### config.mk
export PLATFORM = sky130hd
export DESIGN_NAME = rcdp_debug_port
export DESIGN_NICKNAME = d
export VERILOG_FILES = /design/src/rcdp_pkg.sv /design/src/rcdp_debug_port.sv
export SDC_FILE = /design/constraint.sdc
export NUM_CORES = 1
export LEC_CHECK = 0
export BUFFER_PORTS_ARGS = -buffer_cell sky130_fd_sc_hd__buf_4
export CORE_MARGIN = 4
export CORE_UTILIZATION = 55
export DETAILED_ROUTE_END_ITERATION = 8
export PLACE_DENSITY = 0.88
export SLEW_MARGIN = 20
export SYNTH_ARGS = -nofsm -noshare
export SYNTH_HDL_FRONTEND = slang
export SYNTH_SLANG_ARGS = --single-unit
### constraint.sdc
create_clock -name clk_i -period 3.6 [get_ports clk_i]
set_input_delay 0.36 -clock clk_i [delete_from_list [all_inputs] [get_ports clk_i]]
set_output_delay 0.36 -clock clk_i [all_outputs]
set_load 0.02 [all_outputs]
### src/rcdp_pkg.sv
// package for the read calibration debug port: sizes, bus map, states, carriers
// assumes a single 25 MHz design clock and a classic wishbone register bus
package rcdp_pkg;

  // ---------------------------------------------------------------------------
  // sizes
  // ---------------------------------------------------------------------------
  // one calibration group per i/o bank holding data and strobes
  localparam int unsigned BANK_COUNT  = 4;
  localparam int unsigned GROUP_COUNT = BANK_COUNT;
  localparam int unsigned TAP_W       = 6;
  localparam int unsigned GRP_IDX_W   = $clog2(GROUP_COUNT);
  localparam logic [TAP_W-1:0] TAP_MIN = 6'h00;
  localparam logic [TAP_W-1:0] TAP_MAX = 6'h3F;
  localparam logic [TAP_W-1:0] TAP_ONE = 6'h01;

  // cycles between a strobe tap step and the next look at the filtered strobe;
  // covers the three synchroniser stages plus one
  localparam int unsigned   WAIT_W        = 3;
  localparam logic [WAIT_W-1:0] SETTLE_CYCLES = 3'h4;
  localparam logic [WAIT_W-1:0] WAIT_ZERO     = 3'h0;

  // ---------------------------------------------------------------------------
  // wishbone register map (byte addresses)
  // ---------------------------------------------------------------------------
  localparam int unsigned ADDR_W   = 4;
  localparam int unsigned DATA_W   = 32;
  localparam logic [ADDR_W-1:0] CTRL_ADDR   = 4'h0;
  localparam logic [ADDR_W-1:0] STATUS_ADDR = 4'h4;
  localparam logic [ADDR_W-1:0] GSEL_ADDR   = 4'h8;
  localparam logic [ADDR_W-1:0] TAPS_ADDR   = 4'hC;

  // field positions
  localparam int unsigned CTRL_START_BIT    = 0;
  localparam int unsigned STATUS_BUSY_BIT   = 0;
  localparam int unsigned STATUS_DQS_LSB    = 8;
  localparam int unsigned STATUS_DATA_LSB   = 16;
  localparam int unsigned STATUS_FIRST_LSB  = 24;
  localparam int unsigned TAPS_DQS_LSB      = 0;
  localparam int unsigned TAPS_DATA_LSB     = 8;
  localparam int unsigned TAPS_FIRST_LSB    = 16;
  localparam int unsigned TAPS_SECOND_LSB   = 24;
  localparam logic [DATA_W-1:0] ZERO_WORD   = 32'h0000_0000;

  // ---------------------------------------------------------------------------
  // types
  // ---------------------------------------------------------------------------
  typedef enum logic [2:0] {
    CAL_IDLE, CAL_SEEK_FIRST, CAL_SEEK_SECOND, CAL_CENTER, CAL_DATA, CAL_DONE
  } rcdp_cal_state_t;

  // tap adjust controls from the debug logic, all on the design clock
  typedef struct packed {
    logic up_all;
    logic down_all;
    logic sel_all;
    logic up_grp;
    logic down_grp;
  } rcdp_adjust_t;

  // wishbone request as presented by the master
  typedef struct packed {
    logic              cyc;
    logic              stb;
    logic              we;
    logic [3:0]        sel;
    logic [ADDR_W-1:0] adr;
    logic [DATA_W-1:0] dat;
  } rcdp_wb_req_t;

endpackage

### src/rcdp_debug_port.sv
// read calibration debug port: strobe edge search, centering, data tap
// placement, debug tap nudging and a wishbone view of the results
// assumes debug controls come from logic on clk_i; strobe samples come from
// the capture flops in another timing domain and are synchronised here
`timescale 1ns/1ps

// Behaviour
// - all read data bits of one group share one delay tap value.
// - group count parameter equals number of banks holding data and strobes.
// - a group is the data bits and strobes sitting in one bank.
// - global increment high raises every data tap one step per clock.
// - global decrement high lowers every data tap one step per clock.
// - select-all 1 adjusts every group, 0 only groups in select vector.
// - select inputs ignored in cycles without group increment or decrement.
// - select vector has one bit per group; a 1 marks that group.
// - group increment high raises selected group taps one step per clock.
// - group decrement high lowers selected group taps one step per clock.
// - per-group flag goes 1 once first strobe edge is detected.
// - per-group 6-bit count of strobe taps stepped before first edge.
// - per-group flag goes 1 once second strobe edge is detected.
// - per-group 6-bit count of strobe taps stepped until second edge.
// - per-group done bit goes 1 when strobe centering is finished.
// - per-group 6-bit applied strobe tap count, never past delay range.
// - per-group 6-bit count of taps to apply to the data bits.
// - per-group done bit goes 1 once data taps moved by that count.
// - per-group bit gives first edge polarity, 1 rising, 0 falling.
// - single output is 1 while dummy-read calibration is running.
module rcdp_debug_port (
  // clock and reset
  input  wire logic                                                clk_i,
  input  wire logic                                                rst_i,
  // wishbone slave
  input  wire rcdp_pkg::rcdp_wb_req_t                              wb_req_i,
  output logic [rcdp_pkg::DATA_W-1:0]                              wb_dat_o,
  output logic                                                     wb_ack_o,
  // strobe level seen by the capture flops, one per group
  input  wire logic [rcdp_pkg::GROUP_COUNT-1:0]                    strobe_level_i,
  // debug tap adjust controls
  input  wire rcdp_pkg::rcdp_adjust_t                              adjust_i,
  input  wire logic [rcdp_pkg::GROUP_COUNT-1:0]                    group_sel_i,
  // tap settings towards the input delay elements
  output logic [rcdp_pkg::GROUP_COUNT-1:0][rcdp_pkg::TAP_W-1:0]    data_tap_o,
  output logic [rcdp_pkg::GROUP_COUNT-1:0][rcdp_pkg::TAP_W-1:0]    strobe_tap_o,
  // calibration status
  output logic [rcdp_pkg::GROUP_COUNT-1:0]                         first_edge_o,
  output logic [rcdp_pkg::GROUP_COUNT-1:0][rcdp_pkg::TAP_W-1:0]    first_edge_taps_o,
  output logic [rcdp_pkg::GROUP_COUNT-1:0]                         second_edge_o,
  output logic [rcdp_pkg::GROUP_COUNT-1:0][rcdp_pkg::TAP_W-1:0]    second_edge_taps_o,
  output logic [rcdp_pkg::GROUP_COUNT-1:0]                         strobe_done_o,
  output logic [rcdp_pkg::GROUP_COUNT-1:0][rcdp_pkg::TAP_W-1:0]    data_tap_count_o,
  output logic [rcdp_pkg::GROUP_COUNT-1:0]                         data_done_o,
  output logic [rcdp_pkg::GROUP_COUNT-1:0]                         first_rising_o,
  output logic                                                     calibrating_o
);

  localparam int unsigned G = rcdp_pkg::GROUP_COUNT;

  // ---------------------------------------------------------------------------
  // helpers
  // ---------------------------------------------------------------------------
  // saturating one-step move; both directions at once means hold
  function automatic logic [rcdp_pkg::TAP_W-1:0] step_tap(
    input logic [rcdp_pkg::TAP_W-1:0] tap,
    input logic                       inc,
    input logic                       dec
  );
    logic [rcdp_pkg::TAP_W-1:0] r;
    r = tap;
    if (inc && !dec && tap != rcdp_pkg::TAP_MAX) begin
      r = tap + rcdp_pkg::TAP_ONE;
    end else if (dec && !inc && tap != rcdp_pkg::TAP_MIN) begin
      r = tap - rcdp_pkg::TAP_ONE;
    end
    return r;
  endfunction

  // wishbone decode, used for both write and read
  function automatic logic hit(
    input rcdp_pkg::rcdp_wb_req_t   req,
    input logic [rcdp_pkg::ADDR_W-1:0] addr
  );
    return req.adr == addr;
  endfunction

  // ---------------------------------------------------------------------------
  // state
  // ---------------------------------------------------------------------------
  rcdp_pkg::rcdp_cal_state_t                 st_reg     [G];
  logic [rcdp_pkg::WAIT_W-1:0]               wait_reg   [G];
  logic [G-1:0]                              ref_reg;
  logic [G-1:0]                              sync1_reg;
  logic [G-1:0]                              sync2_reg;
  logic [G-1:0]                              sync3_reg;
  logic [G-1:0]                              filt_reg;
  logic [G-1:0][rcdp_pkg::TAP_W-1:0]         target_reg;
  logic                                      start_reg;
  logic [rcdp_pkg::GRP_IDX_W-1:0]            gsel_reg;
  logic [G-1:0]                              busy_next;
  logic [G-1:0]                              inc_next;
  logic [G-1:0]                              dec_next;

  // ---------------------------------------------------------------------------
  // strobe synchroniser and filter
  // ---------------------------------------------------------------------------
  // stage one feeds only stage two; a change is taken once stages two and
  // three agree, which rejects a single-cycle glitch near the edge
  always_ff @(posedge clk_i) begin
    if (rst_i) begin
      sync1_reg <= '0;
      sync2_reg <= '0;
      sync3_reg <= '0;
      filt_reg  <= '0;
    end else begin
      sync1_reg <= strobe_level_i;
      sync2_reg <= sync1_reg;
      sync3_reg <= sync2_reg;
      for (int g = 0; g < G; g++) begin
        if (sync2_reg[g] == sync3_reg[g]) begin
          filt_reg[g] <= sync3_reg[g];
        end
      end
    end
  end

  // ---------------------------------------------------------------------------
  // debug adjust decode
  // ---------------------------------------------------------------------------
  // select inputs only matter when a group step is asked for
  always_comb begin
    for (int g = 0; g < G; g++) begin
      logic pick;
      logic grp_up;
      logic grp_dn;
      pick   = adjust_i.sel_all || group_sel_i[g];
      grp_up = adjust_i.up_grp && !adjust_i.down_grp && pick;
      grp_dn = adjust_i.down_grp && !adjust_i.up_grp && pick;
      inc_next[g] = (adjust_i.up_all && !adjust_i.down_all) || grp_up;
      dec_next[g] = (adjust_i.down_all && !adjust_i.up_all) || grp_dn;
    end
  end

  // ---------------------------------------------------------------------------
  // per-group calibration engine
  // ---------------------------------------------------------------------------
  // strobe taps walk up until two filtered level changes are seen, then back
  // down to the midpoint; no second edge within the range ends the search
  // with the edge flags telling software which step failed
  always_ff @(posedge clk_i) begin
    if (rst_i) begin
      for (int g = 0; g < G; g++) begin
        st_reg[g]   <= rcdp_pkg::CAL_IDLE;
        wait_reg[g] <= rcdp_pkg::WAIT_ZERO;
      end
      ref_reg            <= '0;
      strobe_tap_o       <= '0;
      first_edge_o       <= '0;
      second_edge_o      <= '0;
      first_edge_taps_o  <= '0;
      second_edge_taps_o <= '0;
      first_rising_o     <= '0;
      strobe_done_o      <= '0;
      target_reg         <= '0;
    end else begin
      for (int g = 0; g < G; g++) begin
        if (wait_reg[g] != rcdp_pkg::WAIT_ZERO) begin
          wait_reg[g] <= wait_reg[g] - 3'h1;
        end
        unique case (st_reg[g])
          rcdp_pkg::CAL_IDLE, rcdp_pkg::CAL_DONE: begin
            if (start_reg) begin
              st_reg[g]             <= rcdp_pkg::CAL_SEEK_FIRST;
              strobe_tap_o[g]       <= rcdp_pkg::TAP_MIN;
              first_edge_o[g]       <= 1'b0;
              second_edge_o[g]      <= 1'b0;
              first_edge_taps_o[g]  <= rcdp_pkg::TAP_MIN;
              second_edge_taps_o[g] <= rcdp_pkg::TAP_MIN;
              first_rising_o[g]     <= 1'b0;
              strobe_done_o[g]      <= 1'b0;
              wait_reg[g]           <= rcdp_pkg::SETTLE_CYCLES;
              ref_reg[g]            <= filt_reg[g];
            end
          end
          rcdp_pkg::CAL_SEEK_FIRST: begin
            if (wait_reg[g] == rcdp_pkg::WAIT_ZERO) begin
              if (filt_reg[g] != ref_reg[g]) begin
                first_edge_o[g]      <= 1'b1;
                first_edge_taps_o[g] <= strobe_tap_o[g];
                first_rising_o[g]    <= filt_reg[g];
                ref_reg[g]           <= filt_reg[g];
                st_reg[g]            <= rcdp_pkg::CAL_SEEK_SECOND;
              end else if (strobe_tap_o[g] == rcdp_pkg::TAP_MAX) begin
                st_reg[g] <= rcdp_pkg::CAL_DONE; // range exhausted
              end else begin
                strobe_tap_o[g] <= step_tap(strobe_tap_o[g], 1'b1, 1'b0);
                wait_reg[g]     <= rcdp_pkg::SETTLE_CYCLES;
              end
            end
          end
          rcdp_pkg::CAL_SEEK_SECOND: begin
            if (wait_reg[g] == rcdp_pkg::WAIT_ZERO) begin
              if (filt_reg[g] != ref_reg[g]) begin
                second_edge_o[g]      <= 1'b1;
                second_edge_taps_o[g] <= strobe_tap_o[g];
                // midpoint of the two edges, no overflow since tap_half sums them in 7 bits
                target_reg[g] <= tap_half(first_edge_taps_o[g], strobe_tap_o[g]);
                st_reg[g]     <= rcdp_pkg::CAL_CENTER;
              end else if (strobe_tap_o[g] == rcdp_pkg::TAP_MAX) begin
                st_reg[g] <= rcdp_pkg::CAL_DONE;
              end else begin
                strobe_tap_o[g] <= step_tap(strobe_tap_o[g], 1'b1, 1'b0);
                wait_reg[g]     <= rcdp_pkg::SETTLE_CYCLES;
              end
            end
          end
          rcdp_pkg::CAL_CENTER: begin
            // one tap per cycle back towards the midpoint
            if (strobe_tap_o[g] == target_reg[g]) begin
              strobe_done_o[g] <= 1'b1;
              st_reg[g]        <= rcdp_pkg::CAL_DATA;
            end else begin
              strobe_tap_o[g] <= step_tap(strobe_tap_o[g], 1'b0, 1'b1);
            end
          end
          rcdp_pkg::CAL_DATA: begin
            if (data_done_o[g]) begin
              st_reg[g] <= rcdp_pkg::CAL_DONE;
            end
          end
          default: begin
            st_reg[g] <= rcdp_pkg::CAL_IDLE;
          end
        endcase
      end
    end
  end

  // midpoint of two tap values
  function automatic logic [rcdp_pkg::TAP_W-1:0] tap_half(
    input logic [rcdp_pkg::TAP_W-1:0] a,
    input logic [rcdp_pkg::TAP_W-1:0] b
  );
    logic [rcdp_pkg::TAP_W:0] s;
    s = {1'b0, a} + {1'b0, b};
    return s[rcdp_pkg::TAP_W:1];
  endfunction

  // ---------------------------------------------------------------------------
  // data tap per group
  // ---------------------------------------------------------------------------
  // one tap value per group drives every data bit in that bank; placement
  // owns the tap while it runs, so debug nudges are ignored until it is done
  always_ff @(posedge clk_i) begin
    if (rst_i) begin
      data_tap_o       <= '0;
      data_tap_count_o <= '0;
      data_done_o      <= '0;
    end else begin
      for (int g = 0; g < G; g++) begin
        if (start_reg && (st_reg[g] == rcdp_pkg::CAL_IDLE ||
                          st_reg[g] == rcdp_pkg::CAL_DONE)) begin
          data_tap_o[g]       <= rcdp_pkg::TAP_MIN;
          data_tap_count_o[g] <= rcdp_pkg::TAP_MIN;
          data_done_o[g]      <= 1'b0;
        end else if (st_reg[g] == rcdp_pkg::CAL_CENTER &&
                     strobe_tap_o[g] == target_reg[g]) begin
          data_tap_count_o[g] <= target_reg[g];
        end else if (st_reg[g] == rcdp_pkg::CAL_DATA && !data_done_o[g]) begin
          if (data_tap_o[g] == data_tap_count_o[g]) begin
            data_done_o[g] <= 1'b1;
          end else begin
            data_tap_o[g] <= step_tap(data_tap_o[g], 1'b1, 1'b0);
          end
        end else begin
          data_tap_o[g] <= step_tap(data_tap_o[g], inc_next[g], dec_next[g]);
        end
      end
    end
  end

  // ---------------------------------------------------------------------------
  // calibration in progress
  // ---------------------------------------------------------------------------
  always_comb begin
    for (int g = 0; g < G; g++) begin
      busy_next[g] = st_reg[g] != rcdp_pkg::CAL_IDLE && st_reg[g] != rcdp_pkg::CAL_DONE;
    end
  end

  always_ff @(posedge clk_i) begin
    if (rst_i) begin
      calibrating_o <= 1'b0;
    end else begin
      calibrating_o <= |busy_next || start_reg;
    end
  end

  // ---------------------------------------------------------------------------
  // wishbone slave
  // ---------------------------------------------------------------------------
  // ack one cycle after the request and dropped the cycle after; the write
  // takes effect on the edge that raises ack, one edge before the master samples it
  always_ff @(posedge clk_i) begin
    if (rst_i) begin
      wb_ack_o <= 1'b0;
    end else begin
      wb_ack_o <= wb_req_i.cyc && wb_req_i.stb && !wb_ack_o;
    end
  end

  // start is a one-cycle pulse; rewriting while busy is ignored per group
  always_ff @(posedge clk_i) begin
    if (rst_i) begin
      start_reg <= 1'b0;
      gsel_reg  <= '0;
    end else begin
      start_reg <= 1'b0;
      if (wb_req_i.cyc && wb_req_i.stb && wb_req_i.we && !wb_ack_o && wb_req_i.sel[0]) begin
        if (hit(wb_req_i, rcdp_pkg::CTRL_ADDR)) begin
          start_reg <= wb_req_i.dat[rcdp_pkg::CTRL_START_BIT];
        end
        if (hit(wb_req_i, rcdp_pkg::GSEL_ADDR)) begin
          gsel_reg <= wb_req_i.dat[rcdp_pkg::GRP_IDX_W-1:0];
        end
      end
    end
  end

  // read data registered with the ack; unmapped addresses read zero
  always_ff @(posedge clk_i) begin
    if (rst_i) begin
      wb_dat_o <= rcdp_pkg::ZERO_WORD;
    end else begin
      wb_dat_o <= rcdp_pkg::ZERO_WORD;
      if (wb_req_i.cyc && wb_req_i.stb && !wb_req_i.we && !wb_ack_o) begin
        if (hit(wb_req_i, rcdp_pkg::CTRL_ADDR)) begin
          wb_dat_o[rcdp_pkg::CTRL_START_BIT] <= start_reg;
        end else if (hit(wb_req_i, rcdp_pkg::STATUS_ADDR)) begin
          wb_dat_o[rcdp_pkg::STATUS_BUSY_BIT]                 <= calibrating_o;
          wb_dat_o[rcdp_pkg::STATUS_DQS_LSB +: G]             <= strobe_done_o;
          wb_dat_o[rcdp_pkg::STATUS_DATA_LSB +: G]            <= data_done_o;
          wb_dat_o[rcdp_pkg::STATUS_FIRST_LSB +: G]           <= first_rising_o;
        end else if (hit(wb_req_i, rcdp_pkg::GSEL_ADDR)) begin
          wb_dat_o[rcdp_pkg::GRP_IDX_W-1:0] <= gsel_reg;
        end else if (hit(wb_req_i, rcdp_pkg::TAPS_ADDR)) begin
          wb_dat_o[rcdp_pkg::TAPS_DQS_LSB +: rcdp_pkg::TAP_W]    <= strobe_tap_o[gsel_reg];
          wb_dat_o[rcdp_pkg::TAPS_DATA_LSB +: rcdp_pkg::TAP_W]   <= data_tap_o[gsel_reg];
          wb_dat_o[rcdp_pkg::TAPS_FIRST_LSB +: rcdp_pkg::TAP_W]  <= first_edge_taps_o[gsel_reg];
          wb_dat_o[rcdp_pkg::TAPS_SECOND_LSB +: rcdp_pkg::TAP_W] <= second_edge_taps_o[gsel_reg];
        end
      end
    end
  end

endmodule

==> results of run 1 <==
[logic make-up after synthesis]
| family | share of synthesized area (%) |
|---|---|
| AO/OA/AOI/OAI | 15.5 |
| buffers and inverters | 5.20 |
| other | 0.0278 |
| flip-flops | 37.0 |
| adder cells (fa/ha/maj) | 6.85 |
| XOR/XNOR | 5.97 |
| multiplexers | 7.53 |
| AND/OR/NAND/NOR | 21.9 |
[critical path: cells and delay by family, from the launching register on]
family / cells / cell delay, ns
AOI/OAI and AO/OA: 1 / 0.13
and+or+nand+nor: 3 / 1.78
muxes: 1 / 0.16
DFF: 1 / 0.61
[how the worst min path moves through the flow]
stage | end | slack (ns) | cells after the start
final | sync1_reg[3] | 0.04 | 2
after global routing | sync1_reg[3] | 0.04 | 2
after CTS | sync1_reg[2] | 0.04 | 2
after detailed placement | sync2_reg[2] | 0.42 | 1
after global placement | sync2_reg[3] | 0.43 | 1
after floorplan | sync2_reg[0] | 0.41 | 1
[cell usage in the layout (no fill, tap or decap), types with 26 or more instances in the layout]
cell type and instances:
a21oi_1 119, a22oi_1 41, buf_4 213, clkbuf_16 26, dfxtp_1 213, ha_1 56
inv_1 46, mux2i_1 48, nand2_1 130, nand3_1 72, nor2_1 149, nor3_1 46
o21ai_0 43, or3_1 29, xnor2_1 51, xor2_1 37
[report_power, final]
| part | internal (mW) | switching (mW) |
|---|---|---|
| registers | 2.90 | 0.455 |
| clock network | 1.54 | 1.09 |
| logic | 0.855 | 1.11 |
| total | 5.29 | 2.66 |
[metrics by stage]
step           instances  cell area [sq um]  total power, mW
6_report            2008              15800             7.95
5_1_grt             2008              15800             8.30
4_1_cts             2008              15800             7.92
3_5_place_dp        1962              15000             5.30
3_3_place_gp        1962              15000             5.20
2_1_floorplan       1542              13500             4.71
[metal layers]
layer | routed length, um | global-route usage (%) | vias to the layer above
li1 | - | - | 5771
met2 | 19200 | 49.1 | 954
met5 | 0 | 0 | -
met4 | 2470 | 14.9 | 0
met3 | 5320 | 6.11 | 185
met1 | 16000 | 41.2 | 5992
[cell type report]
| cell class | instances | area, sq um | area share, % |
|---|---|---|---|
| Timing Repair Buffer | 213 | 1600 | 10.1 |
| Inverter | 47 | 176 | 1.11 |
| Clock buffer | 37 | 762 | 4.81 |
| Sequential cell | 237 | 4980 | 31.5 |
| Tap cell | 319 | 399 | 2.52 |
| Clock inverter | 9 | 77.6 | 0.490 |
| Multi-Input combinational cell | 1146 | 7830 | 49.5 |
==> impl_results.md, run 1 <==
- Outcome: complete, no violations
- Worst slew pin tran: 1.11 ns
- Post-layout nets: 1,792
- Post-CTS Resized: 0
- CP endpoint: data_tap_o[16]
- DR vias: 12,902
- Final max-slew violation count: 0
- Hold Crit Start: strobe_level_i[3]
- Setup bufs post-CTS: 0
- Reg2Reg Launch Point: st_reg[2][2]
- Startpoint types: register
- Synth cell types: 85
- Pre-CTS WS: 0.857 ns
- TritonCTS clock tree: yes
- PortBufs: 190
- Die Wd: 164 um
- Hold slack: 0.0354 ns
- Ports: around 230
- Yosys top cell area share: 31.7%
- Std cell rows: 56
- Vias in the first global route: 12,467
- Reg-to-Reg End: data_tap_o[16]
- Cell chain of the critical path: nand3b_1 > nor4_1 > or3_1 > a211oi_1 > mux2i_1
- PnR worst setup slack: ~0.75 ns
- Initial core utilization: 56.7%
- Cell area after synthesis: 0.0135 sq mm
- DR WL/cell: 21.4 um
- Post-synth EDFFs: 24
- Crit-path slowest cell: nor4_1
- HP Class: input pin to register
- Critical path launch point: st_reg[2][2]
- Sequential area share after synthesis: 37.0%
- Area delta synth->final: 17.6%
- Initial antenna violation count: 0
- DP HPWL: 30.9 mm
- Die area: 0.0271 sq mm
- Synthesized flop and latch total: between 200 and 250
- Clock transition at path regs: about 0.07 ns
- Clock Skew: 0.0275 ns
- Worst vdd ir: 0.407 mV
- Cells after synthesis: 1,535
- Die H: 164 um
- GPL Wtd Cong: 0.948
- Max incr delay on CP: 1.00 ns
- Clk buf depth: 3
- Post-synthesis area per instance: about 8.8 sq um
- F_max: 0.350 GHz
- Total Routing Usage GR: 31.1%
- Layout cells sized above 1: between 10% and 20%
- Via density: 6.43
- Cell taking the most area after synthesis: dfxtp_1
- Worst reg-to-reg setup slack: 0.75 ns
- Routed Antenna Nets: 0
- R2R depth: 5
- RSZ-0062 raised after global routing: no
- Worst endpoint required time: 3.99 ns
- Final Util: 66.7%
- Leakage power: 6.55 nW
- First-pass iteration count of the detailed router: 5
- Worst slew margin: 25.3%
- Filler cells: roughly 1,800
- Synth warn: 0
- Iter 0 DRT Violations: 1,838
- CP Max Fanout: 14
- CTS H-tree lvls: 1
- Antenna cells: 0
- CTS Buf Count: 25
- Max cap viols: 0
- Fraction of registers with async set/reset: 0%
- Crit end category: register
- Most instantiated cells after synthesis: dfxtp_1 (213), nor2_1 (149), nand2_1 (130)
- Cts hold-fix bufs: 0
- Largest cells by area after synthesis: dfxtp_1 (32%), edfxtp_1 (5.4%), ha_1 (5.2%)
- Root Driver: clkbuf_16
- CTS Sinks: 237
- Drt total wl: between 40 and 50 mm
- CP arrival: about 3.2 ns
- Final setup viols: 0
- Crit share post-route: between 70% and 80%
- Core area: between 0.02 and 0.025 sq mm
- Power Density: 502 mW/mm^2
- Skew-Pair Late Insertion Delay: approximately 0.54 ns
- Pin count of the biggest net entering global routing: 62
- Sum Neg Setup Slack: 0 ns
- Most common cell in the synthesized netlist: dfxtp_1
- Global-route wire length before repair: roughly 68 mm
- Post-synth top flop: dfxtp_1
- CP Class: register to register
- Hold Violations, Final: 0
- Gr ovfl total: 0
- Min Tclk post-route: 2.85 ns
- DRC: 0
No activity file was read; power rests on OpenSTA's default activity.
==> inputs of run 2 (changes only) <==
--- a/config.mk
+++ b/config.mk
@@ -7,7 +7,7 @@
 export LEC_CHECK = 0
 export BUFFER_PORTS_ARGS = -buffer_cell sky130_fd_sc_hd__buf_4
 export CORE_MARGIN = 4
-export CORE_UTILIZATION = 55
+export CORE_UTILIZATION = 52
 export DETAILED_ROUTE_END_ITERATION = 8
 export PLACE_DENSITY = 0.88
 export SLEW_MARGIN = 20
==> constraint.sdc (replaced) <==
create_clock -name clk_i -period 2.6 [get_ports clk_i]
set_input_delay 0.26 -clock clk_i [delete_from_list [all_inputs] [get_ports clk_i]]
set_output_delay 0.26 -clock clk_i [all_outputs]
set_load 0.02 [all_outputs]
==> impl_results.md, run 2 (synthesized netlist as in run 1, its figures left out) <==
- Outcome: complete, no violations
- Reg-to-Reg End: strobe_tap_o[5]
- Filler cells: 1,966
- CTS Sinks: 237
- Final setup viols: 0
- Commonest cells after routing, fill and taps aside: buf_4 (284), dfxtp_1 (213), nor2_1 (149), nand2_1 (130), a21oi_1 (118)
- CTS Buf Count: 26
- Dpl cell area: 0.0155 sq mm
- Area delta synth->final: 22.5%
- Post-layout nets: 1,870
- PortBufs: 190
- CP Class: register to register
- GPL Wtd Cong: between 0.9 and 1
- Power Density: ~680 mW/mm^2
- Crit share post-route: a little over nine tenths
- Worst slew margin: between 30% and 40%
- Via density: 6.29
- Root Driver: clkbuf_16
- Ports: 232
- Core area: 0.0253 sq mm
- DRC: 0
- Iter 0 DRT Violations: roughly 1,500
- Routed Antenna Nets: 0
- Clk buf depth: 3
- Drt total wl: 44.4 mm
- CTS H-tree lvls: 1
- Placed cells: 2,043
- Skew-Pair Late Insertion Delay: 0.54 ns
- Final max-slew violation count: 0
- Startpoint types: register
- HP Class: input pin to register
- Hold Crit Start: wb_req_i[35]
- Crit end category: register
- Worst slew pin tran: 0.974 ns
- Total power: 11.3 mW
- Pin count of the biggest net entering global routing: 54
- Hold Violations, Final: 0
- Std cell rows: between 50 and 60
- WHS Path Cells: 3
- CP Max Fanout: 3
- Die area: 0.0285 sq mm
- Gr ovfl total: 0
- Pre-CTS WS: 0.0486 ns
- Clock Skew: 0.0125 ns
- Die Wd: 169 um
- Initial antenna violation count: 1
- PnR worst setup slack: 0.124 ns
- Worst endpoint required time: between 3 and 4 ns
- Finished Cell Area: 0.0165 sq mm
- Die H: 169 um
- Worst reg-to-reg setup slack: 0.12 ns
- DP HPWL: roughly 33 mm
- Reg2Reg Launch Point: st_reg[0][2]
- F_max: between 0.4 and 0.5 GHz
- CP arrival: 2.93 ns
- First-pass iteration count of the detailed router: 6
- Hold slack: around 0.016 ns
- Initial core utilization: 53.2%
- Worst vdd ir: about 0.61 mV
- Min Tclk post-route: 2.48 ns
- Layout cells sized above 1: 22.1%
- Most common cell after layout, fill and taps aside: buf_4
- Global-route wire length before repair: 69.5 mm
- Total Routing Usage GR: 30.0%
- Max cap viols: 0
- Layout Cells excl Fill: 2,099
- TritonCTS clock tree: yes
- Vias in the first global route: around 13,000
- Clock transition at path regs: roughly 0.060 ns
- R2R depth: 9
- DR vias: 13,201
- Leakage power: 6.95 nW
- Hold Path Sink: wb_dat_o[1]
- DR WL/cell: 21.1 um
==> run 2: power by group <==
| part | switching [mW] | total (mW) | internal (mW) |
|---|---|---|---|
| clock network | 1.52 | 3.73 | 2.20 |
| logic | 1.81 | 3.15 | 1.33 |
| registers | 0.384 | 4.40 | 4.01 |
| total | 3.72 | 11.3 | 7.55 |
==> run 2: timing repair <==
| item | in CTS | in global routing |
|---|---|---|
| setup endpoints to repair | 0 | 2 |
| gates resized for setup | 0 | 3 |
| hold endpoints to repair | 6 | 0 |
| hold buffers | 6 | 0 |
| buffers inserted | 0 | 1 |
==> run 2: through the flow <==
| step | setup TNS (ns) | utilization, % |
|---|---|---|
| 6_report | 0 | 65.1 |
| 2_1_floorplan | 0 | - |
| 3_5_place_dp | 0 | 61.3 |
| 5_1_grt | -0.00933 | 65.1 |
| 3_3_place_gp | 0 | 61.3 |
| 4_1_cts | 0 | 65.0 |
==> run 2: layout make-up <==
cell class / count / area [sq um] / area share [%]
clock buffer: 41 / 838 / 5.08
inverter: 47 / 176 / 1.07
tap: 330 / 413 / 2.50
antenna: 1 / 2.50 / 0.0152
clock inverter: 7 / 41.3 / 0.250
multi-input combinational: 1146 / 7840 / 47.6
sequential: 237 / 4980 / 30.2
timing repair buffer: 290 / 2190 / 13.3
==> run 2: worst max-delay path: stages (launching register included) <==
cell and delay, ns:
edfxtp_1 0.38, nand3b_1 0.26, inv_2 0.12, ha_1 0.24, a21o_1 0.20, a311o_1 0.37, a21oi_2 0.16, xnor2_1 0.10
or4_1 0.40, a31oi_1 0.17
==> run 2: how the worst max path moves through the flow <==
| stage | startpoint | to | cells past startpoint | slack, ns |
|---|---|---|---|---|
| global placement | st_reg[0][2] | strobe_tap_o[5] | 9 | 0.1 |
| global route | st_reg[0][2] | strobe_tap_o[5] | 9 | -0.009 |
| finish | st_reg[0][2] | strobe_tap_o[5] | 9 | 0.12 |
| CTS | st_reg[0][2] | strobe_tap_o[5] | 9 | 0.02 |
| detailed placement | st_reg[0][2] | strobe_tap_o[5] | 9 | 0.05 |
| floorplan | st_reg[0][0] | strobe_tap_o[5] | 10 | 0.18 |
==> run 2: layer usage <==
metal	track usage (%)	share of wire, %	vias up
met2	48.0	45	857
met4	12.6	5.1	0
met5	0	0	-
li1	-	-	5923
met1	39.4	39	6250
met3	6.56	12	171
==> inputs of run 3 (changes only) <==
--- a/config.mk
+++ b/config.mk
@@ -6,6 +6,7 @@
 export NUM_CORES = 1
 export LEC_CHECK = 0
 export BUFFER_PORTS_ARGS = -buffer_cell sky130_fd_sc_hd__buf_4
+export CORE_ASPECT_RATIO = 0.9
 export CORE_MARGIN = 4
 export CORE_UTILIZATION = 52
 export DETAILED_ROUTE_END_ITERATION = 8
==> impl_results.md, run 3 (synthesized netlist as in run 1, its figures left out) <==
- CP Class: register to register
- Max Used Layer: met4
- Global-route wire length before repair: 68.7 mm
- Std cell rows: between 50 and 60
- Initial antenna violation count: 0
- CP Max Fanout: 4
- CTS H-tree lvls: 1
- Die area: approximately 0.029 sq mm
- Reg-to-Reg End: strobe_tap_o[17]
- Clk buf depth: 3
- Crit share post-route: 95.6%
- Hold Path Sink: wb_dat_o[1]
- TritonCTS clock tree: yes
- Final setup viols: 0
- Core area: 0.0253 sq mm
- Gr ovfl total: 0
- Total Routing Usage GR: 29.8%
- Clock transition at path regs: 0.06 ns
- Iter 0 DRT Violations: 1,699
- Setup bufs post-CTS: 0
- CTS Sinks: ~240
- Power Density: about 680 mW/mm^2
- DRC: 0
- Min Tclk post-route: 2.48 ns
- Commonest cells after routing, fill and taps aside: buf_4 (276), dfxtp_1 (213), nor2_1 (149), nand2_1 (130), a21oi_1 (118)
- R2R depth: 9
- Die H: 161 um
- Crit end category: register
- Ports: 232
- Total power: approximately 11 mW
- M1 WL: 17.4 mm
- First-pass iteration count of the detailed router: 6
- Worst vdd ir: 0.476 mV
- Skew-Pair Late Insertion Delay: 0.54 ns
- GPL Wtd Cong: 0.947
- Finished Cell Area: 0.0165 sq mm
- Met3 routed WL: 5.30 mm
- DP HPWL: 33.1 mm
- DR WL met2: 19.7 mm
- Antenna cells: 0
- Layout cells sized above 1: between 20% and 30%
- CTS Buf Count: 26
- Worst slew margin: 51.6%
- Startpoint types: register
- Pin count of the biggest net entering global routing: 65
- DR WL/cell: 21.2 um
- Initial core utilization: 53.2%
- Outcome: complete, no violations
- PnR worst setup slack: 0.115 ns
- Via density: 6.25
- Reg2Reg Launch Point: st_reg[2][2]
- Hold Crit Start: wb_req_i[34]
- Dpl cell area: 0.0155 sq mm
- Vias in the first global route: between 10,000 and 15,000
- Hold Violations, Final: 0
- Pre-CTS WS: about 0.086 ns
- Worst endpoint required time: 3.05 ns
- Max cap viols: 0
- Clock Skew: approximately 0.015 ns
- Worst slew pin tran: 0.720 ns
- WHS Path Cells: 2
- RSZ-0062 raised after global routing: yes
- Area delta synth->final: 22.2%
- Most common cell after layout, fill and taps aside: buf_4
- Leakage power: 6.92 nW
- Drt total wl: around 45 mm
- Worst reg-to-reg setup slack: 0.12 ns
- Die Wd: around 180 um
- Post-layout nets: ~1,900
- Final Util: between 60% and 70%
- Root Driver: clkbuf_16
- HP Class: input pin to register
- Final max-slew violation count: 0
- CP arrival: 2.94 ns
- Routed Antenna Nets: 0
- F_max: 0.402 GHz
- DR vias: around 13,000
- Hold slack: 0.0345 ns
- PortBufs: 190
-- run 3: per-stage QoR --
| step | cells | setup TNS [ns] |
|---|---|---|
| 6_report | 2104 | 0 |
| 5_1_grt | 2104 | -0.0127 |
| 4_1_cts | 2104 | 0 |
| 3_5_place_dp | 2050 | 0 |
| 3_3_place_gp | 2050 | 0 |
| 2_1_floorplan | 1542 | 0 |
-- run 3: critical path: stages, from the launching register on --
cell      delay, ns
edfxtp_1       0.40
nand3b_1       0.25
inv_1          0.17
ha_1           0.26
a211oi_1       0.33
o21bai_1       0.12
a21oi_1        0.20
xnor2_1        0.10
or4_1          0.40
a31oi_1        0.18
-- run 3: where the power goes --
part	total [mW]	switching, mW	internal (mW)
combinational	3.18	1.83	1.35
clock	3.70	1.54	2.16
sequential	4.38	0.371	4.01
-- run 3: final cells by class --
type / count / area (sq um)
clock buffers: 34 / 722
clock inverters: 14 / 128
fillers: 1988 / 8870
inverters: 47 / 176
multi-input cells: 1146 / 7840
flip-flops and latches: 237 / 4980
well taps: 342 / 428
repair buffers: 284 / 2170
-- run 3: routing by layer --
| layer | up-vias | track usage, % |
|---|---|---|
| met5 | - | 0 |
| met1 | 6166 | 40.5 |
| met3 | 172 | 6.17 |
| li1 | 5918 | - |
| met2 | 888 | 46.4 |
| met4 | 0 | 12.3 |
-- run 3: how the worst max path moves through the flow --
stage	cells after the start	start	to
floorplan	10	st_reg[0][0]	strobe_tap_o[5]
global placement	9	st_reg[0][2]	strobe_tap_o[5]
detailed placement	9	st_reg[0][2]	strobe_tap_o[5]
CTS	9	st_reg[0][2]	strobe_tap_o[5]
global route	8	wait_reg[0][0]	strobe_tap_o[5]
finish	9	st_reg[2][2]	strobe_tap_o[17]
-- run 3: timing repair --
| action | in CTS | in global routing |
|---|---|---|
| resized for setup | 0 | 5 |
| hold buffers | 6 | 0 |
| endpoints found under the hold margin | 6 | 0 |
| endpoints found under the setup margin | 0 | 7 |
